<file path="src/inc/cpc_pkg.sv">
// Purpose: Shared constants and types for the per-port configuration, timer and status block
// Assumes: Control bytes are numbered with bit 0 as the most significant bit
// Notes: Timer units are long; the top module takes the cycle counts as parameters
// Overview of operation
// - Line-format bits 0-1 pick control-detect table
// - Line-format bits 2-3 give 5 to 8 bits
// - Line-format bits 4-7 pick one of sixteen rates
// - Check-config bits 0-1 pick interpretation table
// - Bit 3 includes start char unless table bit 8
// - Bits 4-7 select parity, check or CRC mode
// - Four CRC polynomials; code 1101 follows length
// - Timer/mode bits 4 and 6 select transmission mode
// - Bit 5 chooses timer value or diagnostic control
// - Bit 7 selects high or low timer range
// - Low range steps of 0.071 s, later 0.284 s; code 15 jumps to 3.834 s
// - High range steps of 2.272 s per code
// - SYN sent or received reloads the timer
// - Status register clears when channel accepts status
// - Listed commands put the port in active state
// - Status condition or idle commands make port idle
// - Idle port reports listed events once, then blocks
// - Blocked port accepts four commands, else busy code
// - Idle errors held, reported after return to active
// - Status bits: device end, unit check, rest zero
// - Timer runs when code at least 2, active and not in diagnostic mode
// - Start, end, async character or expiry reload timer
// - Master clear zeroes all control bytes
package cpc_pkg;
  localparam int CLK_FREQ_HZ = 250_000_000;
  localparam int CYC_PER_US = CLK_FREQ_HZ / 1_000_000;
  localparam int LOW_UNIT_US = 71_000;
  localparam int HIGH_UNIT_US = 2_272_000;
  localparam int LOW_UNIT_CYC = LOW_UNIT_US * CYC_PER_US;
  localparam int HIGH_UNIT_CYC = HIGH_UNIT_US * CYC_PER_US;
  localparam int PRESC_W = 30;
  localparam logic [5:0] LOW_C7_UNITS = 6'hA;
  localparam logic [5:0] LOW_STEP_UNITS = 6'h4;
  localparam logic [5:0] LOW_C15_UNITS = 6'h36;
  localparam logic [3:0] TMR_CODE_C7 = 4'h7;
  localparam logic [3:0] TMR_CODE_C15 = 4'hF;
  localparam logic [3:0] TMR_CODE_MIN = 4'h2;
  localparam int FIFO_W = 8;
  localparam int FIFO_D = 8;
  // Control byte select on the load port
  localparam logic [1:0] CB_SEL_FMT = 2'h0;
  localparam logic [1:0] CB_SEL_CHK = 2'h1;
  localparam logic [1:0] CB_SEL_TMR = 2'h2;
  localparam logic [7:0] CB_RESET = 8'h00;
  // Field positions, bit 0 of the byte being index 7
  localparam int F_TBL_HI = 7;
  localparam int F_TBL_LO = 6;
  localparam int F_LEN_HI = 5;
  localparam int F_LEN_LO = 4;
  localparam int F_RATE_HI = 3;
  localparam int F_RATE_LO = 0;
  localparam int F_START_INC = 4;
  localparam int F_PAR_HI = 3;
  localparam int F_PAR_LO = 0;
  localparam int F_TMR_HI = 7;
  localparam int F_TMR_LO = 4;
  localparam int F_MODE_A = 3;
  localparam int F_DIAG = 2;
  localparam int F_MODE_B = 1;
  localparam int F_RANGE = 0;
  localparam logic [3:0] LEN_BASE = 4'h5;
  // Status byte
  localparam int ST_DEV_END = 2;
  localparam int ST_UNIT_CHECK = 1;
  localparam logic [7:0] ST_ZERO_MASK = 8'hF9;
  localparam logic [7:0] ST_CLEAR = 8'h00;
  localparam logic [1:0] CC_OK = 2'h0;
  localparam logic [1:0] CC_BUSY = 2'h2;
  // Commands
  localparam logic [7:0] CMD_EN_OUT = 8'h01;
  localparam logic [7:0] CMD_EN_IN = 8'h02;
  localparam logic [7:0] CMD_TURN_OFF = 8'h03;
  localparam logic [7:0] CMD_DIAL = 8'h05;
  localparam logic [7:0] CMD_LOOK_SYNC = 8'h06;
  localparam logic [7:0] CMD_SEND_IDLE = 8'h09;
  localparam logic [7:0] CMD_CLR_ACTIVE = 8'h0E;
  localparam logic [7:0] CMD_LM_CLEAR = 8'h0F;
  localparam logic [7:0] CMD_SEND_SPACE = 8'h11;
  localparam logic [7:0] CMD_DISCONNECT = 8'h13;
  localparam logic [7:0] CMD_READ_PCW = 8'h16;
  localparam logic [5:0] CMD_SENSE_LOW = 6'h04;
  localparam logic [5:0] CMD_LOAD_CB_LOW = 6'h15;
  // Parity codes
  localparam logic [3:0] PAR_OFF = 4'h0;
  localparam logic [3:0] PAR_CHAR_MAX = 4'h4;
  localparam logic [3:0] PAR_EVEN_STD = 4'h5;
  localparam logic [3:0] PAR_ODD_MIN = 4'h8;
  localparam logic [3:0] PAR_ODD_MAX = 4'hB;
  localparam logic [3:0] PAR_CRC_A = 4'hC;
  localparam logic [3:0] PAR_CRC_LEN = 4'hD;
  localparam logic [3:0] PAR_CRC_CCITT = 4'hE;
  localparam logic [1:0] LEN_6BIT = 2'h1;
  localparam logic [15:0] POLY_CRC16 = 16'h8005;
  localparam logic [15:0] POLY_CCITT = 16'h1021;
  localparam logic [15:0] POLY_CRC12 = 16'h080F;
  localparam logic [17:0] ASYNC_RATE_CBPS [16] = '{
    18'h011C1, 18'h01388, 18'h01630, 18'h01CFC, 18'h01D4C, 18'h02710, 18'h02AF8, 18'h0348A,
    18'h03A98, 18'h04E20, 18'h07530, 18'h0EA60, 18'h19A28, 18'h1D4C0, 18'h2BF20, 18'h3A980};

  typedef enum logic {PORT_IDLE, PORT_ACTIVE} cpc_port_e;
  typedef enum logic [2:0] {CHK_NONE, CHK_CHAR, CHK_EVEN_VRC_LRC, CHK_SPARE,
                            CHK_ODD_VRC_EVEN_LRC, CHK_CRC} cpc_chk_e;
  typedef enum logic [1:0] {CRC_16, CRC_CCITT, CRC_STRAP, CRC_12} cpc_crc_e;

  function automatic logic [5:0] cpc_low_units(input logic [3:0] code);
    logic [5:0] u;
    u = {2'h0, code};
    if (code == TMR_CODE_C15) begin
      u = LOW_C15_UNITS;
    end else if (code >= TMR_CODE_C7) begin
      u = 6'(LOW_C7_UNITS + LOW_STEP_UNITS * {2'h0, code - TMR_CODE_C7});
    end
    return u;
  endfunction
endpackage

</file>
<file path="src/rtl/cpc_fifo.sv">
// Purpose: Small synchronous FIFO for channel data headed to the line module
// Assumes: Single clock, synchronous active-low reset
// Notes: in_ready drops when full so the channel data requests stall
`timescale 1ns/1ps
module cpc_fifo #(
  parameter int WIDTH = 8,
  parameter int DEPTH = 8
) (
  input wire logic clk_sys,
  input wire logic rst_n,
  input wire logic in_valid,
  output logic in_ready,
  input wire logic [WIDTH-1:0] in_data,
  output logic out_valid,
  input wire logic out_ready,
  output logic [WIDTH-1:0] out_data
);
  localparam int AW = $clog2(DEPTH);
  typedef struct packed {
    logic [DEPTH-1:0][WIDTH-1:0] mem;
    logic [AW-1:0] wp;
    logic [AW-1:0] rp;
    logic [AW:0] cnt;
  } cpc_fifo_s;
  cpc_fifo_s st_ff;
  cpc_fifo_s nxt_st;
  logic push;
  logic pop;

  assign in_ready = st_ff.cnt != (AW+1)'(DEPTH);
  assign out_valid = st_ff.cnt != '0;
  assign out_data = st_ff.mem[st_ff.rp];
  assign push = in_valid && in_ready;
  assign pop = out_valid && out_ready;

  always_comb begin
    nxt_st = st_ff;
    if (push) begin
      nxt_st.mem[st_ff.wp] = in_data;
      nxt_st.wp = (st_ff.wp == AW'(DEPTH - 1)) ? '0 : st_ff.wp + 1'b1;
    end
    if (pop) begin
      nxt_st.rp = (st_ff.rp == AW'(DEPTH - 1)) ? '0 : st_ff.rp + 1'b1;
    end
    nxt_st.cnt = st_ff.cnt + (AW+1)'(push) - (AW+1)'(pop);
  end

  always_ff @(posedge clk_sys) begin
    if (!rst_n) begin
      st_ff <= '0;
    end else begin
      st_ff <= nxt_st;
    end
  end
endmodule

</file>
<file path="src/rtl/cpc_port.sv">
// Purpose: One adapter port: control bytes, line procedure timer, active/idle and status byte
// Assumes: All inputs synchronous to clk_sys; rst_n is the master clear
// Notes: Decoded control fields are combinational from the control byte flops
`timescale 1ns/1ps
module cpc_port
  import cpc_pkg::*;
#(
  parameter int LOW_UNIT_CYCLES = LOW_UNIT_CYC,
  parameter int HIGH_UNIT_CYCLES = HIGH_UNIT_CYC
) (
  input wire logic clk_sys,
  input wire logic rst_n,
  input wire logic cb_wr,
  input wire logic [1:0] cb_sel,
  input wire logic [7:0] cb_wdata,
  input wire logic [1:0] cb_rd_sel,
  output logic [7:0] cb_rdata,
  input wire logic cmd_valid,
  input wire logic [7:0] cmd_code,
  output logic cmd_done,
  output logic [1:0] cmd_cc,
  output logic [1:0] cd_table,
  output logic [3:0] char_len,
  output logic [17:0] async_rate_cbps,
  output logic [1:0] interp_table,
  input wire logic start_ci_bit8,
  output logic start_in_block_check,
  output cpc_chk_e chk_mode,
  output cpc_crc_e crc_sel,
  input wire logic [15:0] crc_strap,
  output logic [15:0] crc_poly,
  output logic [1:0] transmission_mode_select,
  output logic diag_mode,
  input wire logic evt_start_char,
  input wire logic evt_end_char,
  input wire logic evt_async_char,
  input wire logic evt_syn_char,
  input wire logic evt_end_cond,
  input wire logic evt_check_cond,
  input wire logic evt_idle_status,
  input wire logic evt_idle_error,
  output logic timer_running,
  output logic timer_expired,
  output logic port_active,
  output logic uc_block,
  output logic status_req,
  output logic [7:0] status_byte,
  input wire logic status_ack,
  output logic data_req,
  input wire logic chan_valid,
  output logic chan_ready,
  input wire logic [7:0] chan_data,
  output logic line_valid,
  input wire logic line_ready,
  output logic [7:0] line_data
);
  typedef struct packed {
    cpc_port_e port;
    logic [7:0] fmt;
    logic [7:0] chk;
    logic [7:0] tmr;
    logic [PRESC_W-1:0] presc;
    logic [5:0] units;
    logic expired;
    logic stat_pend;
    logic [7:0] stat;
    logic stop;
    logic uc_flag;
    logic defer_err;
    logic cmd_done;
    logic [1:0] cc;
    logic [7:0] rdata;
  } cpc_state_s;
  cpc_state_s st_ff;
  cpc_state_s nxt_st;

  logic [3:0] tmr_code;
  logic range_low;
  logic [5:0] target;
  logic [PRESC_W-1:0] unit_last;
  logic unit_wrap;
  logic expire;
  logic reload;
  logic is_sense;
  logic is_load_cb;
  logic uc_allowed;
  logic is_act_cmd;
  logic is_idle_cmd;
  logic accept;
  logic fifo_in_ready;
  logic active_cond;

  // Field decode, bit 0 of each byte is the MSB
  assign cd_table = st_ff.fmt[F_TBL_HI:F_TBL_LO];
  assign char_len = LEN_BASE + {2'h0, st_ff.fmt[F_LEN_HI:F_LEN_LO]};
  assign async_rate_cbps = ASYNC_RATE_CBPS[st_ff.fmt[F_RATE_HI:F_RATE_LO]];
  assign interp_table = st_ff.chk[F_TBL_HI:F_TBL_LO];
  assign start_in_block_check = st_ff.chk[F_START_INC] && !start_ci_bit8;
  assign transmission_mode_select = {st_ff.tmr[F_MODE_A], st_ff.tmr[F_MODE_B]};
  assign diag_mode = st_ff.tmr[F_DIAG];
  assign tmr_code = st_ff.tmr[F_TMR_HI:F_TMR_LO];
  assign range_low = st_ff.tmr[F_RANGE];

  // Codes 1100 and 1110 assume software matched the character length; 1101 follows it
  always_comb begin
    logic [3:0] par;
    par = st_ff.chk[F_PAR_HI:F_PAR_LO];
    crc_sel = CRC_16;
    if (par == PAR_OFF) begin
      chk_mode = CHK_NONE;
    end else if (par <= PAR_CHAR_MAX) begin
      chk_mode = CHK_CHAR;
    end else if (par == PAR_EVEN_STD) begin
      chk_mode = CHK_EVEN_VRC_LRC;
    end else if (par < PAR_ODD_MIN) begin
      chk_mode = CHK_SPARE;
    end else if (par <= PAR_ODD_MAX) begin
      chk_mode = CHK_ODD_VRC_EVEN_LRC; // Option 8 left to software discipline
    end else begin
      chk_mode = CHK_CRC;
      if (par == PAR_CRC_LEN) begin
        crc_sel = (st_ff.fmt[F_LEN_HI:F_LEN_LO] == LEN_6BIT) ? CRC_12 : CRC_16;
      end else if (par == PAR_CRC_CCITT) begin
        crc_sel = CRC_CCITT;
      end else if (par != PAR_CRC_A) begin
        crc_sel = CRC_STRAP;
      end
    end
  end

  always_comb begin
    unique case (crc_sel)
      CRC_16: crc_poly = POLY_CRC16;
      CRC_CCITT: crc_poly = POLY_CCITT;
      CRC_STRAP: crc_poly = crc_strap;
      CRC_12: crc_poly = POLY_CRC12;
    endcase
  end

  // Line procedure timer; the prescaler restarts on reload so each expiry
  // lands exactly at the table maximum, inside every documented window
  assign timer_running = st_ff.port == PORT_ACTIVE && tmr_code >= TMR_CODE_MIN
                         && !diag_mode;
  assign target = range_low ? cpc_low_units(tmr_code) : {2'h0, tmr_code};
  assign unit_last = range_low ? PRESC_W'(LOW_UNIT_CYCLES - 1) : PRESC_W'(HIGH_UNIT_CYCLES - 1);
  assign unit_wrap = st_ff.presc >= unit_last;
  // A character event in the expiry cycle restarts the count instead of expiring
  assign expire = timer_running && unit_wrap && (st_ff.units == target - 6'h1)
                  && !(evt_start_char || evt_end_char || evt_async_char || evt_syn_char);
  assign reload = !timer_running || evt_start_char || evt_end_char || evt_async_char
                  || evt_syn_char || expire;

  // Command classes
  assign is_sense = cmd_code[5:0] == CMD_SENSE_LOW;
  assign is_load_cb = cmd_code[5:0] == CMD_LOAD_CB_LOW;
  assign uc_allowed = is_sense || is_load_cb || cmd_code == CMD_LM_CLEAR
                      || cmd_code == CMD_READ_PCW;
  assign is_act_cmd = cmd_code == CMD_EN_OUT || cmd_code == CMD_EN_IN || cmd_code == CMD_DIAL
                      || cmd_code == CMD_SEND_IDLE || cmd_code == CMD_SEND_SPACE
                      || cmd_code == CMD_DISCONNECT;
  assign is_idle_cmd = cmd_code == CMD_TURN_OFF || cmd_code == CMD_LM_CLEAR
                       || cmd_code == CMD_LOOK_SYNC || cmd_code == CMD_CLR_ACTIVE;
  assign accept = cmd_valid && (!st_ff.uc_flag || uc_allowed);
  assign active_cond = evt_end_cond || evt_check_cond || st_ff.expired
                       || (st_ff.defer_err && accept);

  always_comb begin
    logic pend;
    pend = st_ff.stat_pend;
    nxt_st = st_ff;
    nxt_st.cmd_done = cmd_valid;
    nxt_st.expired = expire;
    unique case (cb_rd_sel)
      CB_SEL_FMT: nxt_st.rdata = st_ff.fmt;
      CB_SEL_CHK: nxt_st.rdata = st_ff.chk;
      CB_SEL_TMR: nxt_st.rdata = st_ff.tmr;
      default: nxt_st.rdata = CB_RESET;
    endcase
    if (cb_wr) begin
      unique case (cb_sel)
        CB_SEL_FMT: nxt_st.fmt = cb_wdata;
        CB_SEL_CHK: nxt_st.chk = cb_wdata;
        CB_SEL_TMR: nxt_st.tmr = cb_wdata;
        default: nxt_st.fmt = st_ff.fmt;
      endcase
    end
    if (reload) begin
      nxt_st.presc = '0;
      nxt_st.units = '0;
    end else if (unit_wrap) begin
      nxt_st.presc = '0;
      nxt_st.units = st_ff.units + 6'h1;
    end else begin
      nxt_st.presc = st_ff.presc + PRESC_W'(1);
    end
    // Acceptance by the channel clears the status register and idles the port
    if (status_ack && st_ff.stat_pend) begin
      nxt_st.stat = ST_CLEAR;
      nxt_st.stat_pend = 1'b0;
      pend = 1'b0;
      nxt_st.port = PORT_IDLE;
    end
    if (cmd_valid) begin
      nxt_st.cc = accept ? CC_OK : CC_BUSY;
      if (accept) begin
        if (st_ff.uc_flag) begin
          nxt_st.uc_flag = 1'b0;
        end
        if (is_act_cmd) begin
          nxt_st.port = PORT_ACTIVE;
          nxt_st.stop = 1'b0;
        end else if (is_idle_cmd) begin
          nxt_st.port = PORT_IDLE;
          if (cmd_code == CMD_LM_CLEAR && st_ff.port == PORT_IDLE) begin
            nxt_st.defer_err = 1'b0;
          end
        end
      end
    end
    // Set after the clear so a new presentation wins over a clearing command
    if (status_ack && st_ff.stat_pend && st_ff.stat[ST_UNIT_CHECK]) begin
      nxt_st.uc_flag = 1'b1;
    end
    if (st_ff.port == PORT_ACTIVE) begin
      // Stop asking for data at once; idling waits for the presentation
      if (active_cond && !st_ff.stop && !pend) begin
        nxt_st.stat_pend = 1'b1;
        nxt_st.stop = 1'b1;
        nxt_st.stat = ST_CLEAR;
        nxt_st.stat[ST_DEV_END] = evt_end_cond || evt_check_cond;
        nxt_st.stat[ST_UNIT_CHECK] = evt_check_cond || st_ff.expired || st_ff.defer_err;
        nxt_st.defer_err = 1'b0;
      end
    end else begin
      if (evt_idle_status && !st_ff.uc_flag && !pend) begin
        nxt_st.stat_pend = 1'b1;
        nxt_st.stat = ST_CLEAR;
        nxt_st.stat[ST_UNIT_CHECK] = 1'b1;
      end
      if (evt_idle_error) begin
        nxt_st.defer_err = 1'b1;
      end
    end
  end

  always_ff @(posedge clk_sys) begin
    if (!rst_n) begin
      st_ff <= '0; // Master clear zeroes every control byte
    end else begin
      st_ff <= nxt_st;
    end
  end

  assign cb_rdata = st_ff.rdata;
  assign cmd_done = st_ff.cmd_done;
  assign cmd_cc = st_ff.cc;
  assign timer_expired = st_ff.expired;
  assign port_active = st_ff.port == PORT_ACTIVE;
  assign uc_block = st_ff.uc_flag;
  assign status_req = st_ff.stat_pend;
  assign status_byte = st_ff.stat;
  // Requests stop while a status condition is outstanding
  assign data_req = port_active && !st_ff.stop && !st_ff.stat_pend && fifo_in_ready;
  assign chan_ready = fifo_in_ready;

  cpc_fifo #(
    .WIDTH(FIFO_W),
    .DEPTH(FIFO_D)
  ) u_fifo (
    .clk_sys(clk_sys),
    .rst_n(rst_n),
    .in_valid(chan_valid),
    .in_ready(fifo_in_ready),
    .in_data(chan_data),
    .out_valid(line_valid),
    .out_ready(line_ready),
    .out_data(line_data)
  );
endmodule

</file>
<file path="config.mk">
export PLATFORM = sky130hd
export DESIGN_NAME = cpc_port
export DESIGN_NICKNAME = d
export VERILOG_FILES = /design/src/inc/cpc_pkg.sv /design/src/rtl/cpc_fifo.sv /design/src/rtl/cpc_port.sv
export SDC_FILE = /design/constraint.sdc
export NUM_CORES = 1
export LEC_CHECK = 0
export CORE_AREA = 2 2 128 130
export CTS_BUF_LIST = sky130_fd_sc_hd__clkbuf_8
export CTS_CLUSTER_SIZE = 10
export DETAILED_ROUTE_END_ITERATION = 8
export DIE_AREA = 0 0 130 132
export DONT_BUFFER_PORTS = 1
export PLACE_DENSITY = 0.69
export SLEW_MARGIN = 20
export SYNTH_ARGS = -nofsm -noshare
export SYNTH_HDL_FRONTEND = slang
export SYNTH_HIERARCHICAL = 1
export SYNTH_SLANG_ARGS = --single-unit
export TNS_END_PERCENT = 5
</file>
<file path="constraint.sdc">
create_clock -name clk_sys -period 3.5 [get_ports clk_sys]
set_input_delay 0.525 -clock clk_sys [delete_from_list [all_inputs] [get_ports clk_sys]]
set_output_delay 0.525 -clock clk_sys [all_outputs]
set_load 0.01 [all_outputs]
</file>
After elaboration in Yosys (flattened, before gate mapping)
Memory sizes are Yosys's and may differ from the RTL's.
Index checks and enable logic that the tools add are counted.
Widths: inputs -> output; s select.
Word-level totals
  flip-flop bits (word level): 159
  latch bits: 0
  bits in writable memories: 0
  ROM bits: 288
  input bits: 60
  output and inout port bits: 86
  logic and storage cells: 198
  memories: 1
Memories
  (no name shown): words 16, bits a word 18, rd ports 1, clocked after Yosys merged registers in 0, write ports 0, line cpc_port.sv:96  | assign async_rate_cbps = ASYNC_RATE_CBPS[st_ff.fmt[F_RATE_HI:F_RATE_LO]];
Operators by class
  add/sub/neg operators: 10
  multiply operators: 0
  divide/modulo/power cells: 0
  magnitude comparators: 10
  equal/unequal tests: 30
  shift operators: 0
  muxes and demuxes: 51
  bitwise logic cells: 3
  reduce and logical (&&, ||, !) cells: 67
Operators by type and width (count)
  $bwmux 64: 1
  $pmux 16 s4: 1
  $mux 18: 2
  $add 30x1->30 const B: 1
  $ge 30x30->1: 1
  $mux 30: 1
  $mux 9: 3
  $logic_or 1x1->1: 25
  $bmux 8 s3: 1
  $demux 8 s3: 1
  $eq 8x4->1 const B: 3
  $eq 8x5->1 const B: 3
  $mux 3: 8
  $pmux 8 s3: 1
  $logic_and 1x1->1: 21
  $mux 2: 10
  $mux 6: 3
  $eq 8x2->1 const B: 2
  $eq 8x3->1 const B: 2
  $mux 1: 16
  $mux 8: 2
  $eq 4x4->1 const B: 3
  $mux 10: 1
  $eq 2x1->1 const B: 4
  34 further kinds: 55

Depth between registers and ports, before layout
Gate-level depths: netlist (run 1).
  depth after elaboration: 12
  depth in mapped cells: 13

By module
The synthesis (run 1) kept the hierarchy.
Modules (own cells, without submodules)
  cpc_port: times used 1, cells each 613, area an instance 5004.8 um2
  cpc_fifo: times used 1, cells each 319, area an instance 3467.1 um2

Least setup slack after synthesis (run 1)
No wires, ideal clock.
  kind: register to register
  start: register st_ff[64] (netlist name)
  end: register st_ff, in the netlist timer_expired
  arrival: 2.862 ns
  data required time: 3.440 ns
  setup slack: 0.578 ns
  cell stages (with the launch flop): 13
  buffers on the path: 1
  path through: dfxtp_1 > buf_2 > inv_1 > ha_1 > inv_1 > ha_1 > or3b_1 > a211oi_2 > o21ai_1 > or4_1 > a21o_1 > a221oi_4 > and2_1
RTL lines
  end signal: assignment: line cpc_port.sv:250  | st_ff <= nxt_st;
  end: declaration: line cpc_port.sv:74  | cpc_state_s st_ff;

==> results of run 1 <==
==> registers in the layout, indices dropped and copies added, names as in the netlist <==
name and count:
status_req 1, st_ff 54, uc_block 1, cb_rdata 8, cmd_cc 1, transmission_mode_select 2, timer_expired 1, cd_table 2
interp_table 2, range_low 1, port_active 1, diag_mode 1, u_fifo/st_ff 74, cmd_done 1, status_byte 8
==> kinds of logic after synthesis <==
group | share of synthesized area (%)
and+or+nand+nor | 21.3
xor gates and xnor gates | 4.14
AOI/OAI and AO/OA | 8.05
other | 0.0443
muxes | 17.5
buffers and inverters | 6.44
DFF | 37.3
adders and majority gates | 5.26
==> power by group through the flow <==
stage          logic (uW)  registers (uW)  clock network, uW
2_1_floorplan         571            1960                  0
3_3_place_gp          580            2030                  0
3_5_place_dp          594            2030                  0
4_1_cts               595            1990               1420
5_1_grt               649            2010               1510
6_report              586            1990               1380
==> layout make-up <==
class / instances / area, um^2 / share of cell area (%)
Timing Repair Buffer: 9 / 67.6 / 0.766
Sequential cell: 158 / 3160 / 35.9
Clock inverter: 14 / 156 / 1.77
Clock buffer: 18 / 248 / 2.81
Inverter: 34 / 128 / 1.45
Multi-Input combinational cell: 669 / 4790 / 54.3
Tap cell: 216 / 270 / 3.06
==> layout by cell type, fill, tap and decap left out, types with 5 or more instances in the layout <==
master                     count
sky130_fd_sc_hd__mux4_1        5
sky130_fd_sc_hd__nand2_1     129
sky130_fd_sc_hd__nand3_1      24
sky130_fd_sc_hd__nand3b_1      5
sky130_fd_sc_hd__dfxtp_1     158
sky130_fd_sc_hd__nor2_1       70
sky130_fd_sc_hd__ha_1         34
sky130_fd_sc_hd__xor2_1       21
sky130_fd_sc_hd__nand2b_1      5
sky130_fd_sc_hd__a21boi_0      7
sky130_fd_sc_hd__nand4_1      12
sky130_fd_sc_hd__inv_6         5
sky130_fd_sc_hd__a21oi_1      28
sky130_fd_sc_hd__nor3_1       14
sky130_fd_sc_hd__clkbuf_8     18
sky130_fd_sc_hd__and3_1       11
sky130_fd_sc_hd__mux2i_1     101
sky130_fd_sc_hd__inv_1        34
sky130_fd_sc_hd__xnor2_1      19
sky130_fd_sc_hd__and2_1       24
sky130_fd_sc_hd__mux4_2       11
sky130_fd_sc_hd__o21ai_0      32
sky130_fd_sc_hd__nor2b_1      32
sky130_fd_sc_hd__mux2_2        8
sky130_fd_sc_hd__buf_4         9
==> worst max-delay path by stage <==
stage / endpoint / cells past startpoint
final: timer_expired / 11
after detailed placement: timer_expired / 11
after CTS: timer_expired / 11
after global placement: timer_expired / 11
after global routing: timer_expired / 11
after floorplan: timer_expired / 12
==> layer usage <==
metal	GRT usage, %	part of all wire [%]	vias up
li1	-	-	3109
met1	25.0	45	2873
met2	34.0	47	171
met3	7.31	6.8	19
met4	6.27	1.5	0
met5	0	0	-
==> metrics by stage <==
| stage | setup slack, ns | utilization [%] | cells | instance area, um^2 | hold slack (ns) |
|---|---|---|---|---|---|
| floorplan | 0.578 | - | 932 | 8470 | 0.426 |
| finish | 0.331 | 56.1 | 1118 | 8820 | 0.178 |
| detailed placement | 0.356 | 53.6 | 1086 | 8420 | 0.447 |
| CTS | 0.324 | 56.1 | 1118 | 8820 | 0.152 |
| global route | 0.0784 | 56.1 | 1118 | 8820 | 0.134 |
| global placement | 0.406 | 53.6 | 1086 | 8420 | 0.439 |
==> results.md, run 1 <==
Floorplanning:
- Pin placement for this block handled approximately 150 I/O pins.
- From bottom edge to top edge, the die measures 132 um.
- The floorplan die width is between 100 and 150 um.
- Once the floorplan was initialized, standard cells occupied 53.9% of the core.
- The total die area is around 17,000 um^2.
- The count of standard-cell rows is between 40 and 50.
- After floorplanning, the core was sized to cover 15,700 um^2.

Power:
- Total power for the finished layout comes to a little under 4000 uW.
- IR analysis of the VDD net gives a maximum drop of around 0.3 mV.
- Combinational cells account for between 10 and 15% of the total power.
- The fraction of power spent switching nets is around 28%.
- For this design the static power due to leakage is between 0.003 and 0.004 uW.
- Internal power comes to around 2800 uW.
- The areal power density over the cells is 449 nW/um^2.
- Of the total power, registers draw roughly 50%.
- The net switching power figure is around 1100 uW.
- The clock share of power is a little over a third.

Detailed routing:
- For this block, the initial DRC count from the detailed router was 340.
- The first detailed-routing pass took 5 iterations.
- The number of nets still failing antenna checks after routing is 0.
- The average wire per standard cell is 15.9 um.
- The routed via count is just over 6,000.
- The via count normalized by instance count is between 5 and 6.
- The detailed-route wire length is around 18,000 um.
- The count of unresolved DRC violations after routing is 0.

Setup path:
- Together, buffers and inverters on the worst path number 2.
- The peak per-stage delay on the critical path is about 0.54 ns.
- The worst setup path startpoint is st_ff[64].
- The maximum fanout along the worst path is 11.
- The element type at the critical path end is a flop.
- The cell family contributing the most delay on the critical path is simple AND/OR/NAND/NOR gates.
- Among all stages on the critical path, the largest delay is contributed by sky130_fd_sc_hd__dfxtp_1.
- The length in cells of the worst reg-to-reg path is 11.
- The signal on the critical path passes through inv_1, ha_1, inv_1, ha_1, or3b_1, a211oi_2, o21ai_1, or4_1, a21o_1, a221oi_4, and2_1.
- The worst setup path is launched from a flop.
- The worst reg-to-reg setup slack is roughly 0.33 ns.
- The critical register-to-register path startpoint is st_ff[64].
- The endpoint of the most critical register-to-register path is timer_expired.
- STA puts the critical path data arrival time at 3.57 ns.
- The worst setup path is of the reg2reg kind.
- The data required time at the worst endpoint is 3.91 ns.

Outcome:
- The run finished with clean final reports.

Logic synthesis:
- For this run, the register share of the synthesized area comes to 37.3%.
- The most area-hungry cell type in the Yosys netlist is sky130_fd_sc_hd__dfxtp_1.
- The flip-flop and latch count after synthesis is ~160.
- The net count of the mapped netlist is between 1,000 and 1,500.
- After synthesis, the most frequently instantiated cells are sky130_fd_sc_hd__dfxtp_1, sky130_fd_sc_hd__nand2_1, sky130_fd_sc_hd__mux2i_1.
- The mapped cell area is ~8500 um^2.
- The area fraction of the dominant cell type after synthesis is between 30% and 40%.
- The predominant post-synthesis flop cell is sky130_fd_sc_hd__dfxtp_1.
- The distinct cell type count after synthesis is 74.
- A synthesized cell averages ~9 um^2.
- By instance count, the leading cell after synthesis is sky130_fd_sc_hd__dfxtp_1.
- Counting flops with a built-in enable in the synthesized netlist gives 0.
- Sorting the synthesized cells by area gives the leading types as sky130_fd_sc_hd__dfxtp_1, sky130_fd_sc_hd__mux2i_1, sky130_fd_sc_hd__nand2_1.
- In the synthesized netlist, the number of instances is slightly above 900.
- In the synthesized netlist the async set-or-reset flop fraction comes to 0%.
- The Yosys step of the flow raised 6 warnings.

Clock network:
- The post-cts gate resize count is 0.
- The deepest level of the CTS H-tree is 4.
- The post-CTS repair timing setup buffer count is 0.
- CTS placed an instance of sky130_fd_sc_hd__clkbuf_8 at the clock tree root.
- The clock transition time at the flip-flop clock pins of the worst setup and hold paths is 0.09 ns.
- The source-to-sink clock delay at the later pin of the worst-skew pair is about 0.47 ns.
- The quantity of hold-fixing buffers added after cts is 0.
- No sink is reached through more buffers than the 2 on the longest clock path.
- TritonCTS built the clock tree.
- Counting every sink on the clock net gives 158.
- The number of clock buffers added by TritonCTS is 17.

STA:
- The final count of negative-setup-slack endpoints is 0.
- The final setup TNS is 0 ns.
- The count of pins over their slew limit is 0.
- The final number of hold-violating endpoints is 0.
- In this run the tightest slew margin relative to its limit is 36.9%.
- The transition at the pin with the smallest max-transition slack is ~0.94 ns.
- The period utilization is between 90% and 100%.
- The clock skew after layout is 0.0133 ns.
- Setup repair after global routing left no endpoint under its margin.
- For this run, the top clock speed supported by timing is between 300 and 400 MHz.
- After layout, the minimum clock period comes to between 3 and 4 ns.

GRT:
- Entering global routing, the biggest net connects 134 pins.
- The number of antenna violations at the first check in global routing is 0.
- The first global-routing pass estimated between 20,000 and 30,000 um of wire.
- The combined global-route utilization of all metal layers is between 20% and 30%.
- The number of global-route vias before repair came to approximately 5,500.
- Global routing finished with a remaining overflow of 0.

Worst hold path:
- The path with the worst hold slack has its endpoint at cmd_done.
- The number of stages on the worst hold path is 1.
- The tightest min-delay check is of the in2reg type.
- In this run the most critical hold path is launched from cmd_valid.

Finish:
- The area growth from synthesis to layout is 4.14%.
- 0 antenna diodes ended up in the layout.
- At the end of the flow, the number of nets in the layout was around 980.
- The post-route netlist has under 10% of its cells at a drive strength greater than 1.
- The filler cells instantiated in the layout total approximately 1,400.

Place:
- The count of buffers added on input and output ports is 0.
- Routability-driven placement finished with a final weighted congestion of ~0.8.
- The detailed placer's ending HPWL is ~13,000 um.

Flow run:
- The total of max-cap violations is 0.
Power figures use the tool's default switching activity.
==> run 2: changes to the inputs <==
==> constraint.sdc (replaced) <==
create_clock -name clk_sys -period 3.5 [get_ports clk_sys]
set_input_delay 0.525 -clock clk_sys [delete_from_list [all_inputs] [get_ports clk_sys]]
set_output_delay 0.525 -clock clk_sys [all_outputs]
set_load 0.1 [all_outputs]
==> run 2 against run 1 <==
Global-route usage down 0.22 points. Non-clock buffer count rose by 47. Flip-flop and latch count did not move. Combinational power is 72% higher. Design area rose by 6.6%. Sequential share of layout area fell by 2.2 points. Core utilization grew 3.7 points. Highest routed layer unchanged.
==> results.md, run 2 (same netlist as run 1, synthesis figures left out) <==
Place:
- The placement-stage cell area is 8970 um^2 (+6.6%).
- The number of instances in the placed design is 1,133 (+4.3%).
- The worst slack at placement is 0.343 ns (-0.0124 ns).
- The final estimated routing congestion in global placement is 0.819 (+2.8%).
- The count of buffers from port buffering is 0 (unchanged).
- The detailed placer's ending HPWL is 12,100 um (-4.3%).

Power:
- The static power due to leakage is 0.00377 uW (+8.2%).
- The fraction of power spent switching nets is 33.3% (+5.0 points).
- The maximum VDD drop came to 0.326 mV (+8.5%).
- The cell internal power dissipation came to 2970 uW (+4.5%).
- The net switching power figure came to 1480 uW (+32%).
- The sequential power share is 44.6% (-5.7 points).
- The clock share of power is 32.6% (-2.3 points).
- The combinational share of power is 22.8% (+8.0 points).
- The overall power consumption is 4450 uW (+12%).
- The areal power density over the cells was 473 nW/um^2 (+5.4%).

Setup path:
- The length in cells of the worst reg-to-reg path was 11 (unchanged).
- The peak per-stage delay on the critical path is 0.55 ns (about the same).
- The data required time at the worst endpoint is 3.89 ns (-0.02 ns).
- Among cell families on the critical path, the largest total delay comes from simple AND/OR/NAND/NOR gates.
- The maximum fanout along the worst path is 11 (unchanged).
- The number of stages on the worst setup path is 11 (unchanged).
- The number of buffers and inverters on the critical path came to 2 (unchanged).
- The largest individual stage delay along the critical path comes from the cell sky130_fd_sc_hd__dfxtp_1.
- The arrival time reported for the critical path endpoint is 3.57 ns (about the same).
- The element type at the critical path end is a flop.
- The worst setup path is launched from a flop.
- Walking the worst path, the cells encountered are inv_1, ha_1, inv_1, ha_1, or3b_1, a211oi_2, o21ai_1, or4_1, a21o_1, a221oi_4, and2_1.
- The critical path in this run is classified as reg2reg.

GRT:
- The combined global-route utilization of all metal layers is 20.4% (-0.22 points).
- The largest net degree at the start of global routing is 134 (unchanged).
- The number of global-route vias before repair is 6,018 (+8.7%).
- The met2 usage was 33.1% (-0.96 points).
- The met1 capacity usage during global routing is 26.5% (+1.4 points).
- The total congestion overflow after global routing is 0 (unchanged).
- The met3 usage in global routing came to 5.24% (-2.1 points).
- The global-route wire length before repair is 28,600 um (+1.9%).
- The number of antenna violations at the first check in global routing is 0 (unchanged).
- The layer flagged by global routing as most heavily used is met2.

Floorplanning:
- The floorplan die width is 130 um (unchanged).
- The y dimension of the die was 132 um (unchanged).
- The effective utilization at floorplan was 53.9% (unchanged).
- The count of standard-cell rows is 46 (unchanged).
- The core box area is 15,700 um^2 (unchanged).
- The number of ports placed on the die boundary is 146 (unchanged).
- The total die area was 17,200 um^2 (unchanged).

Outcome:
- The run finished with clean final reports.

STA:
- The shortest period the worst path allows was 3.17 ns (+0.00147 ns).
- The clock skew after layout is 0.0104 ns (-0.00287 ns).
- The count of pins over their slew limit is 0 (unchanged).
- The relative slew slack came to 29.2% (-7.8 points).
- The period utilization is 90.6% (about the same).
- The post-layout worst setup margin was 0.329 ns (-0.00147 ns).
- The transition at the pin with the smallest max-transition slack came to 1.06 ns (+0.120 ns).
- The final number of hold-violating endpoints is 0 (unchanged).
- The top achievable clock speed is 315 MHz (about the same).
- Setup repair after global routing left no endpoint under its margin.
- The final count of negative-setup-slack endpoints is 0 (unchanged).

Detailed routing:
- The average wire per standard cell was 15.0 um (-5.5%).
- The count of unresolved DRC violations after routing is 0 (unchanged).
- The routed via count is 6,388 (+3.5%).
- The number of DRC markers after the initial detailed-route iteration is 419 (+23%).
- The via count normalized by instance count is 5.49 (-0.59%).
- The detailed-route wire length is 17,500 um (-1.6%).
- The detailed-router iteration count before antenna repair is 5 (unchanged).
- The number of nets still failing antenna checks after routing came to 0 (unchanged).

Finish:
- The net count of the finished layout was 1,031 (+4.8%).
- The register with the most flip-flops in the final layout is u_fifo/st_ff.
- The most common cell after layout, fill and taps aside is sky130_fd_sc_hd__dfxtp_1.
- The final design utilization came to 59.8% (+3.7 points).
- The area occupied by registers came to 3160 um^2 (unchanged).
- The number of flip-flops under the largest register name is 74 (unchanged).
- In the final layout, the registers with the most flip-flops are u_fifo/st_ff (74), st_ff (54).
- Leaving out fill and tap cells, the most frequent cells in the layout are sky130_fd_sc_hd__dfxtp_1, sky130_fd_sc_hd__nand2_1, sky130_fd_sc_hd__mux2i_1, sky130_fd_sc_hd__nor2_1, sky130_fd_sc_hd__buf_4.
- The final standard cell count with taps included and fillers excluded is 1,164 (+4.1%).
- The fill cell instance count of the final layout was 1,367 (-3.9%).
- The number of antenna repair diodes is 0 (unchanged).
- The post-route cell area is 9400 um^2 (+6.6%).
- The growth of design area from synthesis to finish is 11.0%.
- The fraction of layout instances using a drive strength above 1 is 15.6% (+7.2 points).
- The multi-input gate area in the final layout was 4890 um^2 (+2.1%).

Flow run:
- The total of max-cap violations is 0 (unchanged).

Clock network:
- The CTS buffer count came to 17 (unchanged).
- The tree is rooted in a sky130_fd_sc_hd__clkbuf_8.
- The post-cts gate resize count is 0 (unchanged).
- The post-CTS repair timing setup buffer count is 0 (unchanged).
- The clock tree from TritonCTS is done.
- The buffer depth of the longest clock path was 2 (unchanged).
- The source-to-sink clock delay at the later pin of the worst-skew pair came to 0.45 ns (-0.02 ns).
- The clock transition time at the flip-flop clock pins of the worst setup and hold paths is 0.09 ns (about the same).
- The quantity of hold-fixing buffers added after cts is 0 (unchanged).
- The deepest level of the CTS H-tree was 4 (unchanged).
- The number of sinks on the clock net is 158 (unchanged).

Worst hold path:
- The tightest min-delay check is of the in2reg type.
- The number of stages on the worst hold path is 1 (unchanged).
run 2: changes by cell type in the layout (fill, tap and decap cells not counted), sizes merged:
| cell | before | now |
|---|---|---|
| buf | 9 | 56 |
| inv | 42 | 39 |
| clkbuf | 18 | 20 |
| clkinv | 3 | 1 |
| bufinv | 2 | 3 |
| clkinvlp | 1 | 2 |
run 2: layer usage:
metal,vias up,part of all wire (%),wire [um]
li1,3205,-,-
met1,3025,46,8100
met2,146,47,8190
met3,12,6.1,1070
met4,0,0.79,138
met5,-,0,0
run 2: power groups by stage:
stage	clock, uW	sequential (uW)	combinational [uW]
2_1_floorplan	0	1970	941
3_3_place_gp	0	2020	1000
3_5_place_dp	0	2020	1020
4_1_cts	1490	1980	1020
5_1_grt	1570	1990	1080
6_report	1450	1980	1010
run 2: final timing paths:
check                   startpoint                to  slack, ns
hold / removal           cmd_valid          cmd_done       0.20
setup reg to reg         st_ff[64]     timer_expired       0.33
hold reg to reg   u_fifo/st_ff[69]  u_fifo/st_ff[69]       0.46
setup / recovery         st_ff[64]     timer_expired       0.33
run 2: worst reg2reg max path, stage by stage, from the launching register on:
cell                       delay [ns]
sky130_fd_sc_hd__dfxtp_1         0.55
sky130_fd_sc_hd__inv_1           0.08
sky130_fd_sc_hd__ha_1            0.30
sky130_fd_sc_hd__inv_1           0.06
sky130_fd_sc_hd__ha_1            0.24
sky130_fd_sc_hd__or3b_1          0.37
sky130_fd_sc_hd__a211oi_2        0.17
sky130_fd_sc_hd__o21ai_1         0.10
sky130_fd_sc_hd__or4_1           0.42
sky130_fd_sc_hd__a21o_1          0.23
sky130_fd_sc_hd__a221oi_4        0.42
sky130_fd_sc_hd__and2_1          0.18
run 2: layout make-up:
cell class | instances | area share [%]
Clock buffer | 20 | 2.93
Multi-Input combinational cell | 669 | 52.0
Sequential cell | 158 | 33.6
Clock inverter | 11 | 1.65
Timing Repair Buffer | 56 | 5.54
Tap cell | 216 | 2.87
Inverter | 34 | 1.36
run 2: stage by stage:
step	TNS (ns)	hold slack, ns
after floorplan	-2.52	0.426
after global placement	0	0.438
after detailed placement	0	0.446
after CTS	0	0.170
after global routing	0	0.161
final	0	0.196
==> run 3: changes to the inputs <==
--- a/config.mk
+++ b/config.mk
@@ -5,13 +5,12 @@
 export SDC_FILE = /design/constraint.sdc
 export NUM_CORES = 1
 export LEC_CHECK = 0
-export CORE_AREA = 2 2 128 130
+export CORE_AREA = 2 2 134 136
 export CTS_BUF_LIST = sky130_fd_sc_hd__clkbuf_8
 export CTS_CLUSTER_SIZE = 10
 export DETAILED_ROUTE_END_ITERATION = 8
-export DIE_AREA = 0 0 130 132
+export DIE_AREA = 0 0 136 138
 export DONT_BUFFER_PORTS = 1
-export PLACE_DENSITY = 0.69
 export SLEW_MARGIN = 20
 export SYNTH_ARGS = -nofsm -noshare
 export SYNTH_HDL_FRONTEND = slang
==> run 3 against run 2 <==
First-iteration DRC count shrank 30%. Register-to-register slack gained 0.02 ns. Highest routed layer unchanged. Sequential power is essentially flat. Design area shrank 0.71%. Die area grew 9.4%. Final cell count grew 1.1%. Via count shrank 2.5%. Combinational power is essentially flat. Largest cell class unchanged. Global-route usage shrank 1.4 points. Worst hold slack lost 0.0051 ns.
==> results.md, run 3 (same netlist as run 1, synthesis figures left out) <==
Place:
- The count of buffers from port buffering is 0 (unchanged).
- The final estimated routing congestion in global placement is 0.773 (-5.6%).
- The placement-stage cell area was 8980 um^2 (about the same).
- The detailed placer's ending HPWL is 12,300 um (+1.2%).

Floorplanning:
- The number of ports placed on the die boundary is 146 (unchanged).
- The total die area came to 18,800 um^2 (+9.4%).
- The y dimension of the die is 138 um (+4.5%).
- The effective utilization at floorplan was 48.3% (-5.6 points).
- The floorplan die width is 136 um (+4.6%).
- The core box area is 17,500 um^2 (+12%).
- The count of standard-cell rows is 49 (+6.5%).

Detailed routing:
- The via count normalized by instance count is 5.29 (-3.6%).
- The average wire per standard cell is 15.0 um (-0.32%).
- The detailed-route wire length came to 17,600 um (+0.79%).
- The number of nets still failing antenna checks after routing is 0 (unchanged).
- The detailed-router iteration count before antenna repair is 4 (-1).
- The number of DRC markers after the initial detailed-route iteration is 293 (-30%).
- The count of unresolved DRC violations after routing is 0 (unchanged).
- The routed via count is 6,230 (-2.5%).

Setup path:
- The slowest stage of the critical path is the sky130_fd_sc_hd__dfxtp_1 cell.
- The critical setup path kind is reg2reg.
- The arrival time reported for the critical path endpoint came to 3.55 ns (-0.02 ns).
- The worst setup path is captured at a flop.
- The number of buffers and inverters on the critical path is 2 (unchanged).
- Walking the worst path, the cells encountered are inv_1, ha_1, inv_1, ha_1, or3b_1, a211oi_2, o21ai_1, or4_1, a21o_1, a221oi_4, and2_1.
- The worst reg-to-reg setup slack came to 0.35 ns (+0.02 ns).
- The peak per-stage delay on the critical path is 0.55 ns (about the same).
- The maximum fanout along the worst path is 11 (unchanged).
- Among cell families on the critical path, the largest total delay comes from simple AND/OR/NAND/NOR gates.
- STA classifies the critical path startpoint as a flop.
- The data required time at the worst endpoint is 3.89 ns (about the same).

Finish:
- The number of antenna repair diodes is 0 (unchanged).
- The largest registers in the layout are u_fifo/st_ff (74), st_ff (54).
- The register with the highest flop count is u_fifo/st_ff.
- The number of flip-flops under the largest register name was 74 (unchanged).
- The post-route cell area was 9340 um^2 (-0.71%).
- Leaving out fill and tap cells, the most frequent cell in the layout is sky130_fd_sc_hd__dfxtp_1.
- The growth of design area from synthesis to finish is 10.2%.
- Leaving out fill and tap cells, the most frequent cells in the layout are sky130_fd_sc_hd__dfxtp_1, sky130_fd_sc_hd__nand2_1, sky130_fd_sc_hd__mux2i_1, sky130_fd_sc_hd__nor2_1, sky130_fd_sc_hd__buf_4.
- The net count of the finished layout was 1,030 (-0.097%).
- The fraction of layout instances using a drive strength above 1 was 15.6% (unchanged).

Clock network:
- TritonCTS built the clock tree.
- The CTS buffer count is 17 (unchanged).
- CTS placed an instance of sky130_fd_sc_hd__clkbuf_8 at the clock tree root.
- The clock transition time at the flip-flop clock pins of the worst setup and hold paths is 0.09 ns (about the same).
- The deepest level of the CTS H-tree came to 4 (unchanged).
- The source-to-sink clock delay at the later pin of the worst-skew pair is 0.45 ns (about the same).
- The number of sinks on the clock net came to 158 (unchanged).
- The post-cts gate resize count is 0 (unchanged).
- The quantity of hold-fixing buffers added after cts is 0 (unchanged).
- The post-CTS repair timing setup buffer count is 0 (unchanged).
- The buffer depth of the longest clock path is 2 (unchanged).

STA:
- The top achievable clock speed is 317 MHz (+0.51%).
- The final number of hold-violating endpoints came to 0 (unchanged).
- The shortest period the worst path allows was 3.15 ns (-0.0160 ns).
- The transition at the pin with the smallest max-transition slack is 1.05 ns (-0.0110 ns).
- Setup repair after global routing left no endpoint under its margin.
- The clock skew after layout was 0.0173 ns (+0.00687 ns).
- The period utilization was 90.1% (-0.46 points).
- The count of pins over their slew limit came to 0 (unchanged).
- The worst slack on hold paths is 0.191 ns (-0.00513 ns).
- The relative slew slack is 29.7% (+0.52 points).
- The final count of negative-setup-slack endpoints was 0 (unchanged).

Worst hold path:
- The worst hold path belongs to the class in2reg.

GRT:
- The number of antenna violations at the first check in global routing was 0 (unchanged).
- The global-route wire length before repair was 29,100 um (+1.9%).
- The combined global-route utilization of all metal layers is 18.9% (-1.4 points).
- The largest net degree at the start of global routing is 134 (unchanged).
- The total congestion overflow after global routing was 0 (unchanged).
- The number of global-route vias before repair is 5,890 (-2.1%).

Power:
- The areal power density over the cells is 452 nW/um^2 (-4.5%).
- The maximum VDD drop is 0.248 mV (-24%).
- The static power due to leakage is 0.00374 uW (-0.89%).

Flow run:
- The total of max-cap violations is 0 (unchanged).

Outcome:
- The flow ran to the end, and the final reports show no timing, DRC or antenna violations.
run 3: cell types whose count changed in the layout (fill, tap and decap cells not counted):
cell / change
sky130_fd_sc_hd__inv_6: +1
sky130_fd_sc_hd__clkinv_4: +3
sky130_fd_sc_hd__clkbuf_8: -2
sky130_fd_sc_hd__bufinv_16: -3
sky130_fd_sc_hd__clkinv_2: +3
sky130_fd_sc_hd__clkinvlp_4: -1
sky130_fd_sc_hd__buf_4: -1
run 3: worst register-to-register path: stages, from the launching register on:
cell and delay, ns:
sky130_fd_sc_hd__dfxtp_1 0.55, sky130_fd_sc_hd__inv_1 0.09, sky130_fd_sc_hd__ha_1 0.30, sky130_fd_sc_hd__inv_1 0.05
sky130_fd_sc_hd__ha_1 0.24, sky130_fd_sc_hd__or3b_1 0.37, sky130_fd_sc_hd__a211oi_2 0.18, sky130_fd_sc_hd__o21ai_1 0.10
sky130_fd_sc_hd__or4_1 0.42, sky130_fd_sc_hd__a21o_1 0.23, sky130_fd_sc_hd__a221oi_4 0.41, sky130_fd_sc_hd__and2_1 0.17
run 3: routing by layer:
| metal | part of all wire, % | vias up | global-route usage, % | routed length (um) |
|---|---|---|---|---|
| met4 | 0.82 | 0 | 5.04 | 144 |
| met1 | 47 | 2906 | 24.9 | 8280 |
| li1 | - | 3195 | - | - |
| met3 | 5.5 | 12 | 4.84 | 969 |
| met2 | 47 | 117 | 30.8 | 8240 |
| met5 | 0 | - | 0 | 0 |
run 3: final timing paths:
check                      to  depth (start not counted)        startpoint
max reg2reg     timer_expired                         11         st_ff[64]
max             timer_expired                         11         st_ff[64]
min reg2reg  u_fifo/st_ff[73]                          2  u_fifo/st_ff[73]
min                  cmd_done                          1         cmd_valid
run 3: report_power, final:
part           switching, uW  total [uW]  internal, uW
Clock                    711        1230           520
Combinational            683        1000           320
Sequential               109        1980          1870
run 3: per-stage QoR:
stage / setup WS [ns] / TNS [ns] / std cells / utilization [%] / power [uW]
4_1_cts: 0.340 / 0 / 1177 / 53.2 / 4270
3_3_place_gp: 0.392 / 0 / 1145 / 51.2 / 3030
5_1_grt: 0.104 / 0 / 1177 / 53.2 / 4420
3_5_place_dp: 0.371 / 0 / 1145 / 51.2 / 3040
2_1_floorplan: -0.322 / -2.52 / 932 / - / 2910
6_report: 0.345 / 0 / 1177 / 53.2 / 4220
run 3: final cells by class:
cell class | instances | area (um^2)
well taps | 229 | 287
fillers | 1618 | 8200
clock inverters | 14 | 108
clock buffers | 18 | 248
inverters | 34 | 128
repair buffers | 55 | 513
multi-input cells | 669 | 4890
flip-flops and latches | 158 | 3160
